--- config.mk ---
export PLATFORM = sky130hd
export DESIGN_NAME = hppr_top
export DESIGN_NICKNAME = d
export VERILOG_FILES = /design/src/hw/hppr_pkg.sv /design/src/hw/hppr_top.sv
export SDC_FILE = /design/constraint.sdc
export NUM_CORES = 1
export LEC_CHECK = 0
export BUFFER_PORTS_ARGS = -buffer_cell sky130_fd_sc_hd__buf_2
export CAP_MARGIN = 20
export CORE_MARGIN = 4
export CORE_UTILIZATION = 45
export DETAILED_ROUTE_END_ITERATION = 16
export HOLD_SLACK_MARGIN = 0.06
export PLACE_DENSITY = 0.85
export SLEW_MARGIN = 20
export SYNTH_ARGS = -nofsm -noshare
export SYNTH_HDL_FRONTEND = slang
export SYNTH_SLANG_ARGS = --single-unit
--- constraint.sdc ---
create_clock -name i_clock -period 2 [get_ports i_clock]
set_input_delay 0.4 -clock i_clock [delete_from_list [all_inputs] [get_ports i_clock]]
set_output_delay 0.4 -clock i_clock [all_outputs]
set_load 0.03 [all_outputs]
--- src/hw/hppr_pkg.sv ---
// Package for the hub port power, role swap, serial ROM pin and attach control block
package hppr_pkg;

  // ****************************************
  // Sizes
  // ****************************************
  localparam int NUM_DN_PORTS = 7;
  localparam int NUM_ATTACH   = 4;
  localparam int SYNC_STAGES  = 2;

  // ****************************************
  // Values after reset
  // ****************************************
  localparam logic       RST_ROLE_SWAP  = 1'h0;
  localparam logic       RST_ROM_CS_N   = 1'h1;
  localparam logic [6:0] RST_PORT_OC    = 7'h00;
  localparam logic [3:0] RST_PHY_EN     = 4'h0;
  localparam logic [1:0] RST_SYNC       = 2'h0;
  // Synchroniser presets {pins, attach, gang, swap}: pins and gang idle high, rest idle low
  localparam logic [12:0] RST_SYNC_IN   = 13'h1FC2;

  // Role state of the port 0 / port 1 pair
  typedef enum logic {
    HPPR_ROLE_DEFAULT,
    HPPR_ROLE_SWAPPED
  } hppr_role_t;

  // Pin triple for a two-way pin; oe_n low while the block drives
  typedef struct packed {
    logic o;
    logic oe_n;
    logic pu_en;
  } hppr_pin_t;

  // Serial ROM pin control from the core
  typedef struct packed {
    logic cs_n;
    logic clk;
    logic dout;
    logic active;
  } hppr_rom_t;

endpackage : hppr_pkg

--- src/hw/hppr_top.sv ---
// Port power / overcurrent, role swap, serial ROM pin and PHY attach control
`timescale 1ns/1ps

// Function
// RL1 - Enabled downstream port: power pin is input with pull-up on, powering port.
// RL2 - Enabled port: low on power pin means overcurrent from external monitor.
// RL3 - Disabled port, by configuration or host: power pin driven low as output.
// RL4 - Ganged mode: one gang input acts as power pin for all ports.
// RL5 - Role-swap input low: port 0 upstream, port 1 downstream.
// RL6 - Role-swap input high: port 0 downstream, port 1 upstream.
// RL7 - Role-swap indicator shows 0 in default, 1 in swapped operation.
// RL8 - ROM chip select active low; held high in power-down when ROM enabled.
// RL9 - ROM disabled by utility config bit: ROM clock pin becomes general I/O.
// RL10 - ROM enabled: ROM clock pin held low throughout reset.
// RL11 - Without ROM, its pins are handled by their alternate functions, never floated.
// RL12 - Attach input 1 turns that port's SuperSpeed PHY on, 0 turns it off.
// RL13 - Legacy connectors: board ties attach inputs high, PHYs always on.
// RL14 - Overcurrent, gang, role-swap and attach inputs are synchronised first.
module hppr_top
  import hppr_pkg::*;
(
  // Clock and reset
  input  wire logic                    i_clock,
  input  wire logic                    i_nrst,
  // Port power configuration
  input  wire logic [NUM_DN_PORTS-1:0] i_port_enable,
  input  wire logic                    i_ganged_mode,
  // Port power / overcurrent pins
  input  wire logic [NUM_DN_PORTS-1:0] i_port_power_oc_pin,
  output logic      [NUM_DN_PORTS-1:0] o_port_power_oc_pin,
  output logic      [NUM_DN_PORTS-1:0] o_port_power_oc_pin_oe_n,
  output logic      [NUM_DN_PORTS-1:0] o_port_power_oc_pin_pu_en,
  output logic      [NUM_DN_PORTS-1:0] o_port_overcurrent,
  // Ganged power input
  input  wire logic                    i_ganged_power_input,
  output logic                         o_gang_overcurrent,
  // Role swap
  input  wire logic                    i_role_swap_input,
  output logic                         o_role_swap_indicator,
  output logic                         o_port0_upstream,
  output logic                         o_port1_upstream,
  // Serial ROM
  input  wire logic                    i_rom_disable,
  input  wire logic                    i_power_down,
  input  wire hppr_rom_t               i_rom_core,
  output logic                         o_rom_cs_n,
  output logic                         o_rom_clk,
  output logic                         o_rom_clk_oe_n,
  input  wire logic                    i_rom_clk_pin,
  input  wire logic                    i_gpio_out,
  input  wire logic                    i_gpio_oe,
  output logic                         o_general_io_four,
  output logic                         o_rom_dout,
  // Connector attach
  input  wire logic [NUM_ATTACH-1:0]   i_attach,
  output logic      [NUM_ATTACH-1:0]   o_phy_enable
);

  // ****************************************
  // Reset release
  // ****************************************
  logic [1:0] rst_sync;
  logic       rst_n;

  always_ff @(posedge i_clock or negedge i_nrst) begin
    if (!i_nrst) begin
      rst_sync <= RST_SYNC;
    end else begin
      rst_sync <= {rst_sync[0], 1'h1};
    end
  end
  assign rst_n = rst_sync[1];

  // ****************************************
  // Input synchronisers
  // ****************************************
  localparam int SYNC_W = NUM_DN_PORTS + NUM_ATTACH + 2;
  logic [SYNC_W-1:0] sync_raw;
  logic [SYNC_W-1:0] sync_ff1;
  logic [SYNC_W-1:0] sync_ff2;

  assign sync_raw = {i_port_power_oc_pin, i_attach, i_ganged_power_input, i_role_swap_input};

  // Presets follow each input's idle level: no false fault, swap or attach after release
  always_ff @(posedge i_clock or negedge rst_n) begin
    if (!rst_n) begin
      sync_ff1 <= RST_SYNC_IN;
      sync_ff2 <= RST_SYNC_IN;
    end else begin
      sync_ff1 <= sync_raw;  // [RL14]
      sync_ff2 <= sync_ff1;  // [RL14]
    end
  end

  logic [NUM_DN_PORTS-1:0] pin_s;
  logic [NUM_ATTACH-1:0]   attach_s;
  logic                    gang_s;
  logic                    swap_s;

  assign {pin_s, attach_s, gang_s, swap_s} = sync_ff2;

  // ****************************************
  // Port power pins
  // ****************************************
  // Ganged mode needs at least one enabled port to power the shared switch
  logic gang_on;
  assign gang_on = |i_port_enable;

  logic [NUM_DN_PORTS-1:0] next_port_overcurrent;

  genvar g;
  generate
    for (g = 0; g < NUM_DN_PORTS; g++) begin : g_port
      logic en;
      assign en = i_ganged_mode ? gang_on : i_port_enable[g];
      // Open drain: only ever drives low; released with pull-up when enabled
      assign o_port_power_oc_pin[g]       = 1'h0;                  // [RL3]
      assign o_port_power_oc_pin_oe_n[g]  = en;                    // [RL1] [RL3]
      assign o_port_power_oc_pin_pu_en[g] = en;                    // [RL1]
      // Ganged ports share the sense of the gang input
      assign next_port_overcurrent[g] = en & ~(i_ganged_mode ? gang_s : pin_s[g]); // [RL2] [RL4]
    end
  endgenerate

  always_ff @(posedge i_clock or negedge rst_n) begin
    if (!rst_n) begin
      o_port_overcurrent <= RST_PORT_OC;
    end else begin
      o_port_overcurrent <= next_port_overcurrent;  // [RL2]
    end
  end

  always_ff @(posedge i_clock or negedge rst_n) begin
    if (!rst_n) begin
      o_gang_overcurrent <= 1'h0;
    end else begin
      o_gang_overcurrent <= i_ganged_mode & gang_on & ~gang_s;  // [RL4]
    end
  end

  // ****************************************
  // Role swap
  // ****************************************
  hppr_role_t role;

  always_ff @(posedge i_clock or negedge rst_n) begin
    if (!rst_n) begin
      role <= HPPR_ROLE_DEFAULT;
    end else begin
      role <= swap_s ? HPPR_ROLE_SWAPPED : HPPR_ROLE_DEFAULT;  // [RL5] [RL6]
    end
  end

  always_comb begin
    case (role)
      HPPR_ROLE_DEFAULT: begin
        o_role_swap_indicator = 1'h0;  // [RL7]
        o_port0_upstream      = 1'h1;  // [RL5]
        o_port1_upstream      = 1'h0;
      end
      HPPR_ROLE_SWAPPED: begin
        o_role_swap_indicator = 1'h1;  // [RL7]
        o_port0_upstream      = 1'h0;  // [RL6]
        o_port1_upstream      = 1'h1;
      end
      default: begin
        o_role_swap_indicator = 1'h0;
        o_port0_upstream      = 1'h1;
        o_port1_upstream      = 1'h0;
      end
    endcase
  end

  // ****************************************
  // Serial ROM pins
  // ****************************************
  always_ff @(posedge i_clock or negedge rst_n) begin
    if (!rst_n) begin
      o_rom_cs_n <= RST_ROM_CS_N;
      o_rom_clk  <= 1'h0;           // [RL10]
      o_rom_dout <= 1'h0;
      o_general_io_four <= 1'h0;
    end else begin
      // Power-down overrides any core request so the ROM stays deselected
      o_rom_cs_n <= i_rom_disable | i_power_down | i_rom_core.cs_n;  // [RL8]
      o_rom_clk  <= i_rom_disable ? i_gpio_out
                  : (i_power_down ? 1'h0 : i_rom_core.clk);          // [RL9]
      o_rom_dout <= i_rom_disable ? 1'h0 : i_rom_core.dout;
      o_general_io_four <= i_rom_clk_pin;                            // [RL9]
    end
  end

  // Clock pin driven whenever the ROM is in use; held during reset too
  assign o_rom_clk_oe_n = !rst_n ? 1'h0                              // [RL10]
                        : (i_rom_disable ? ~i_gpio_oe : 1'h0);       // [RL9] [RL11]

  // ****************************************
  // SuperSpeed PHY enables
  // ****************************************
  always_ff @(posedge i_clock or negedge rst_n) begin
    if (!rst_n) begin
      o_phy_enable <= RST_PHY_EN;
    end else begin
      o_phy_enable <= attach_s;  // [RL12] [RL13]
    end
  end
endmodule : hppr_top

==> results.yml, run 1 <==
status:
  status: "finished, final reports clean"
floorplanning:
  io_pins: 73
  core_um2: 3337
  die-area_um2: 4476
  die_h_um: 66.91
  num_rows: 21
  start_util_pct: 46.79
  die_w_um: 66.91
place:
  dp_hpwl_mm: 2.036
  port_buffers: 64
  placed_cell_area_um2: 1802
  finalWeightedCongestion: 0.7494
routing:
  drc: 0
  totalWireLength_mm: 2.644
  ant_nets: 0
  vias: 877
  first_iter_violations: 32
  drt_pre_antenna_iters: 4
  avgViaCountPerCell: 4.237
  avgRoutedWirePerCell_um: 12.77
timing:
  setup_viol: 0
  grt_setup_unrepaired: "no"
  min_period_over_period_pct: 93.53
  holdWs_ps: 151.3
  fin_tns_setup_ps: 0
  post-route-min-period_ps: 1871
  skew_ps: 7.069
  fmax_ghz: 0.5346
  hold_violations: 0
  slew_viol_final: 0
yosys:
  ys_ff_latch: 45
  synth.distinct_cells: 24
  yosysTopAreaCellShare_pct: 44.87
  syn_area_um2: 1561
  synth.avg_cell_area_um2: 15.01
  netlist_top_cells_area: "dfrtp_1 45%, dfstp_2 29%, buf_4 11%, o21a_1 2.9%, a21o_2 2.8%"
  synth_edf_count: 0
  synth_top_flop_cell: "dfrtp_1"
  ys_seq_area_share_pct: 73.48
  synth_warnings: 0
  synthCells: 104
  synth_top_area_cell: "dfrtp_1"
  async_flop_share_pct: 100.0
clock_network:
  cts_htree_levels: 2
  cts_tree: "built"
  cts_root_buf: "clkbuf_4"
  cts.clk_slew.worst_paths_ps: 110
  clock_path_buffers: 2
  postCtsSetupBuffers: 0
  clk_latency_ps: 340
  numCtsBuffers: 5
  numClockSinks: 45
power_and_ir_drop:
  ir_worst_vdd_uv: 493.2
  p_per_area_nw_per_um2: 912.1
  power.leakage_nw: 0.9381
  power_w: 0.001726
setup_path:
  r2r_cells: 3
  timing.reg2reg.setup_slack_ps: 880
  cp-end-kind: "primary output"
  cp-start-kind: "input port"
  r2r_end: "o_port_overcurrent[0]"
  cp-startpoint: "i_port_enable[4]"
  cp_max_fo: 5
  timing.rr.start: "sync_ff2[1]"
  critPathKind: "in -> out"
  endpoint: "o_port_power_oc_pin_pu_en[2]"
  cp_data_required_time_ps: 1600
  arrival_ps: 1470
grt:
  overflow: 0
  grt_start_max_net_pins: 44
  grt_usage_pct: 12.78
  antenna_found_initial: 0
  grt_pass1_wl_mm: 4.050
  grt_pass1_vias: 902
final_layout:
  syn_to_final_growth_pct: 21.15
  num_antenna_cells: 0
  layout-drive-gt1-share_pct: 60.87
  stdcell_area_um2: 1892
  fin_nets: 192
hold_path:
  min_path_type: "in -> reg"
  min_path_cells: 1
job:
  max-cap-violations: 0
[critical path, stage by stage]
cell     delay (ps)
buf_2           130
nor4_4          330
nand3_1         240
o21a_1          190
buf_2           190
[timing repair]
item | CTS | global route
setup endpoints to repair | 0 | 0
hold buffers | 1 | 0
hold endpoints to repair | 2 | 0
resized for setup | 0 | 0
[placed cells by master (no fill, tap or decap), types with 2 or more instances in the layout]
master / count
a21o_2: 5
buf_2: 64
clkbuf_4: 5
conb_1: 8
dfrtp_1: 27
dfstp_2: 17
nand2_1: 2
nor2_1: 6
o21a_1: 6
[layer usage]
layer  GRT usage (%)  vias up  routed length (um)
met3           4.553       12                 284
met2           19.06       53                1239
li1                -      416                   -
met1           14.65      396                 986
met4           10.38        0                 134
met5               0        -                   0
[per-stage QoR]
stage / utilization (%) / std cells / setup slack (ps)
floorplan: - / 110 / 329.6
CTS: 56.69 / 207 / 134.2
global route: 56.69 / 207 / 61.14
global placement: 53.99 / 198 / 208.3
finish: 56.69 / 207 / 129.3
detailed placement: 53.99 / 198 / 137.0
[final cells by class]
type	instances	area, um2
clock buffer	8	80.08
fill	281	1445
inverter	1	3.754
multi-input combinational	41	264.0
sequential	45	1149
tap	46	57.56
timing repair buffer	66	337.8
[cell usage after synthesis (all sizes together), types with 2 or more instances]
library cell / count
dfstp: 17
a21o: 6
o21a: 6
buf: 22
conb: 2
nor2: 6
nand2: 2
dfrtp: 28
[registers in the layout, summed over array words and instances, names as in the netlist]
signal              count
o_phy_enable            4
o_general_io_four       1
o_rom_clk               1
o_gang_overcurrent      1
o_rom_dout              1
role                    1
o_rom_cs_n              1
o_port_overcurrent      7
sync_ff2               13
rst_sync                2
sync_ff1               13
[how the worst min path moves through the flow]
stage | start | endpoint
2_1_floorplan | i_nrst | rst_sync[0]
3_3_place_gp | i_nrst | rst_sync[0]
3_5_place_dp | i_nrst | rst_sync[0]
4_1_cts | i_port_power_oc_pin[5] | sync_ff1[11]
5_1_grt | i_ganged_power_input | sync_ff1[1]
6_report | i_port_power_oc_pin[5] | sync_ff1[11]
[logic make-up (layout without fill, tap and decap cells)]
logic type,Yosys count,after routing,share of synthesized area [%]
AO/OA/AOI/OAI,16,16,8.093
buffers and inverters,24,75,11.06
flip-flops,45,45,73.48
other,2,8,0.4809
AND/OR/NAND/NOR,17,17,6.892
[power by group]
group / total, W / internal, W / switching [W] / leakage [nW]
registers: 0.000986 / 0.000972 / 0.0000133 / 0.513
logic: 0.000235 / 0.0000694 / 0.000165 / 0.382
clock network: 0.000505 / 0.000249 / 0.000256 / 0.0437
(Power assumes the default switching activity.)
==> run 2, diff against run 1 <==
Settings changed: MAX_ROUTING_LAYER from default to met4.
==> run 2 against run 1 <==
Sequential cell count unchanged. Register-to-register slack about the same. Total power up 0.18%. Clock-buffer cell count unchanged. Largest cell class unchanged. Largest power group unchanged. Sequential share of layout area unchanged.
==> results.yml, run 2 (synthesis results as in run 1) <==
status:
  status: "finished, final reports clean"
floorplanning:
  start_util_pct: 46.79
  io_pins: 73
  core_um2: 3337
  die-area_um2: 4476
  num_rows: 21
  die_w_um: 66.91
  die_h_um: 66.91
final_layout:
  layout_common_cells: "64 x buf_2, 27 x dfrtp_1, 17 x dfstp_2"
  multi_input_area_um2: 264.0
  nFillCells: 281
  layout-drive-gt1-share_pct: 60.87
  fin_nets: 192
  regArea_um2: 1149
  reg_top3: "sync_ff1 (13), sync_ff2 (13), o_port_overcurrent (7)"
  final_common_cell: "buf_2"
  syn_to_final_growth_pct: 21.15
  num_antenna_cells: 0
setup_path:
  cpMaxStageDelayCell: "nor4_4"
  critPathKind: "in -> out"
  r2r_end: "o_port_overcurrent[0]"
  crit_path_frequent_cell: "buf_2"
  timing.rr.start: "sync_ff2[1]"
  r2r_cells: 3
  cp_max_fo: 5
  critPathBufInv: 2
  max_stage_delay_ps: 330
  cp_data_required_time_ps: 1600
  timing.reg2reg.setup_slack_ps: 880
  arrival_ps: 1470
  cp-start-kind: "input port"
  cp-end-kind: "primary output"
  crit_path_cell_trace: "buf_2 -> nor4_4 -> nand3_1 -> o21a_1 -> buf_2"
  critPathTopFamily: "simple AND/OR/NAND/NOR gates"
place:
  dp_hpwl_mm: 2.036
  dp_slack_ps: 137.0
  finalWeightedCongestion: 0.7590
  port_buffers: 64
routing:
  totalWireLength_mm: 2.644
  first_iter_violations: 30
  vias: 877
  drc: 0
  avgRoutedWirePerCell_um: 12.77
  drt_pre_antenna_iters: 4
  avgViaCountPerCell: 4.237
  ant_nets: 0
hold_path:
  min_path_type: "in -> reg"
  whs_endpoint: "sync_ff1[11]"
  hold_start: "i_port_power_oc_pin[5]"
  min_path_cells: 1
clock_network:
  postCtsSetupBuffers: 0
  cts.clk_slew.worst_paths_ps: 110
  postCtsHoldBufs: 1
  cts_tree: "built"
  clk_latency_ps: 340
  numCtsBuffers: 5
  numClockSinks: 45
  cts_root_buf: "clkbuf_4"
  cts_resized: 0
  cts_htree_levels: 2
  clock_path_buffers: 2
power_and_ir_drop:
  ir_worst_vdd_uv: 494.3
  power.leakage_nw: 0.9381
  p_per_area_nw_per_um2: 913.8
grt:
  antenna_found_initial: 0
  grt_pass1_vias: 889
  grt_usage_pct: 13.24
  grt_pass1_wl_mm: 4.043
  grt_start_max_net_pins: 44
  overflow: 0
timing:
  hold_violations: 0
  min_period_over_period_pct: 93.51
  fmax_ghz: 0.5347
  fin_tns_setup_ps: 0
  skew_ps: 6.704
  setup_viol: 0
  worst_slack_ps: 129.9
  post-route-min-period_ps: 1870
  grt_setup_unrepaired: "no"
  slew_viol_final: 0
job:
  max-cap-violations: 0
## run 2: how the worst max path moves through the flow
stage,start,to,slack (ps),cells past startpoint
detailed placement,i_port_enable[4],o_port_power_oc_pin_pu_en[2],140,5
global placement,i_port_enable[4],o_port_power_oc_pin_oe_n[3],210,5
floorplan,rst_sync[1],o_rom_clk_oe_n,330,1
CTS,i_port_enable[4],o_port_power_oc_pin_pu_en[2],130,5
finish,i_port_enable[4],o_port_power_oc_pin_pu_en[2],130,5
global route,i_port_enable[4],o_port_power_oc_pin_pu_en[2],60,5
## run 2: where the power goes
part	leakage (nW)	switching [W]	internal, W	total, W
sequential	0.513	0.0000133	0.000972	0.000986
combinational	0.382	0.000165	0.0000694	0.000235
clock	0.0437	0.000260	0.000249	0.000508
## run 2: routing by layer
metal  global-route usage (%)  vias up  share of wire (%)
met3                    6.071        8                 11
met2                    18.81       55                 48
met1                    15.21      397                 37
met5                        -        -                  0
li1                         -      417                  -
met4                    8.101        0                4.1
## run 2: worst reg2reg max path, cell delays in order (launching register included)
cell      delay [ps]
dfstp_2          530
nand2b_1         150
a21oi_2           90
or2_1            250
## run 2: final cells by class
cell class	count	area share, %
Inverter	1	0.1984
Multi-Input combinational cell	41	13.96
Clock buffer	8	4.233
Tap cell	46	3.042
Timing Repair Buffer	66	17.86
Sequential cell	45	60.71
## run 2: per-stage QoR
stage          area, um2  hold WS (ps)  util (%)  total power (W)  std cells
2_1_floorplan       1585         104.4         -         0.001179        110
3_3_place_gp        1802         185.1     53.99         0.001230        198
3_5_place_dp        1802         188.2     53.99         0.001238        198
4_1_cts             1892         131.8     56.69         0.001750        207
5_1_grt             1892         95.25     56.69         0.001810        207
6_report            1892         148.8     56.69         0.001729        207
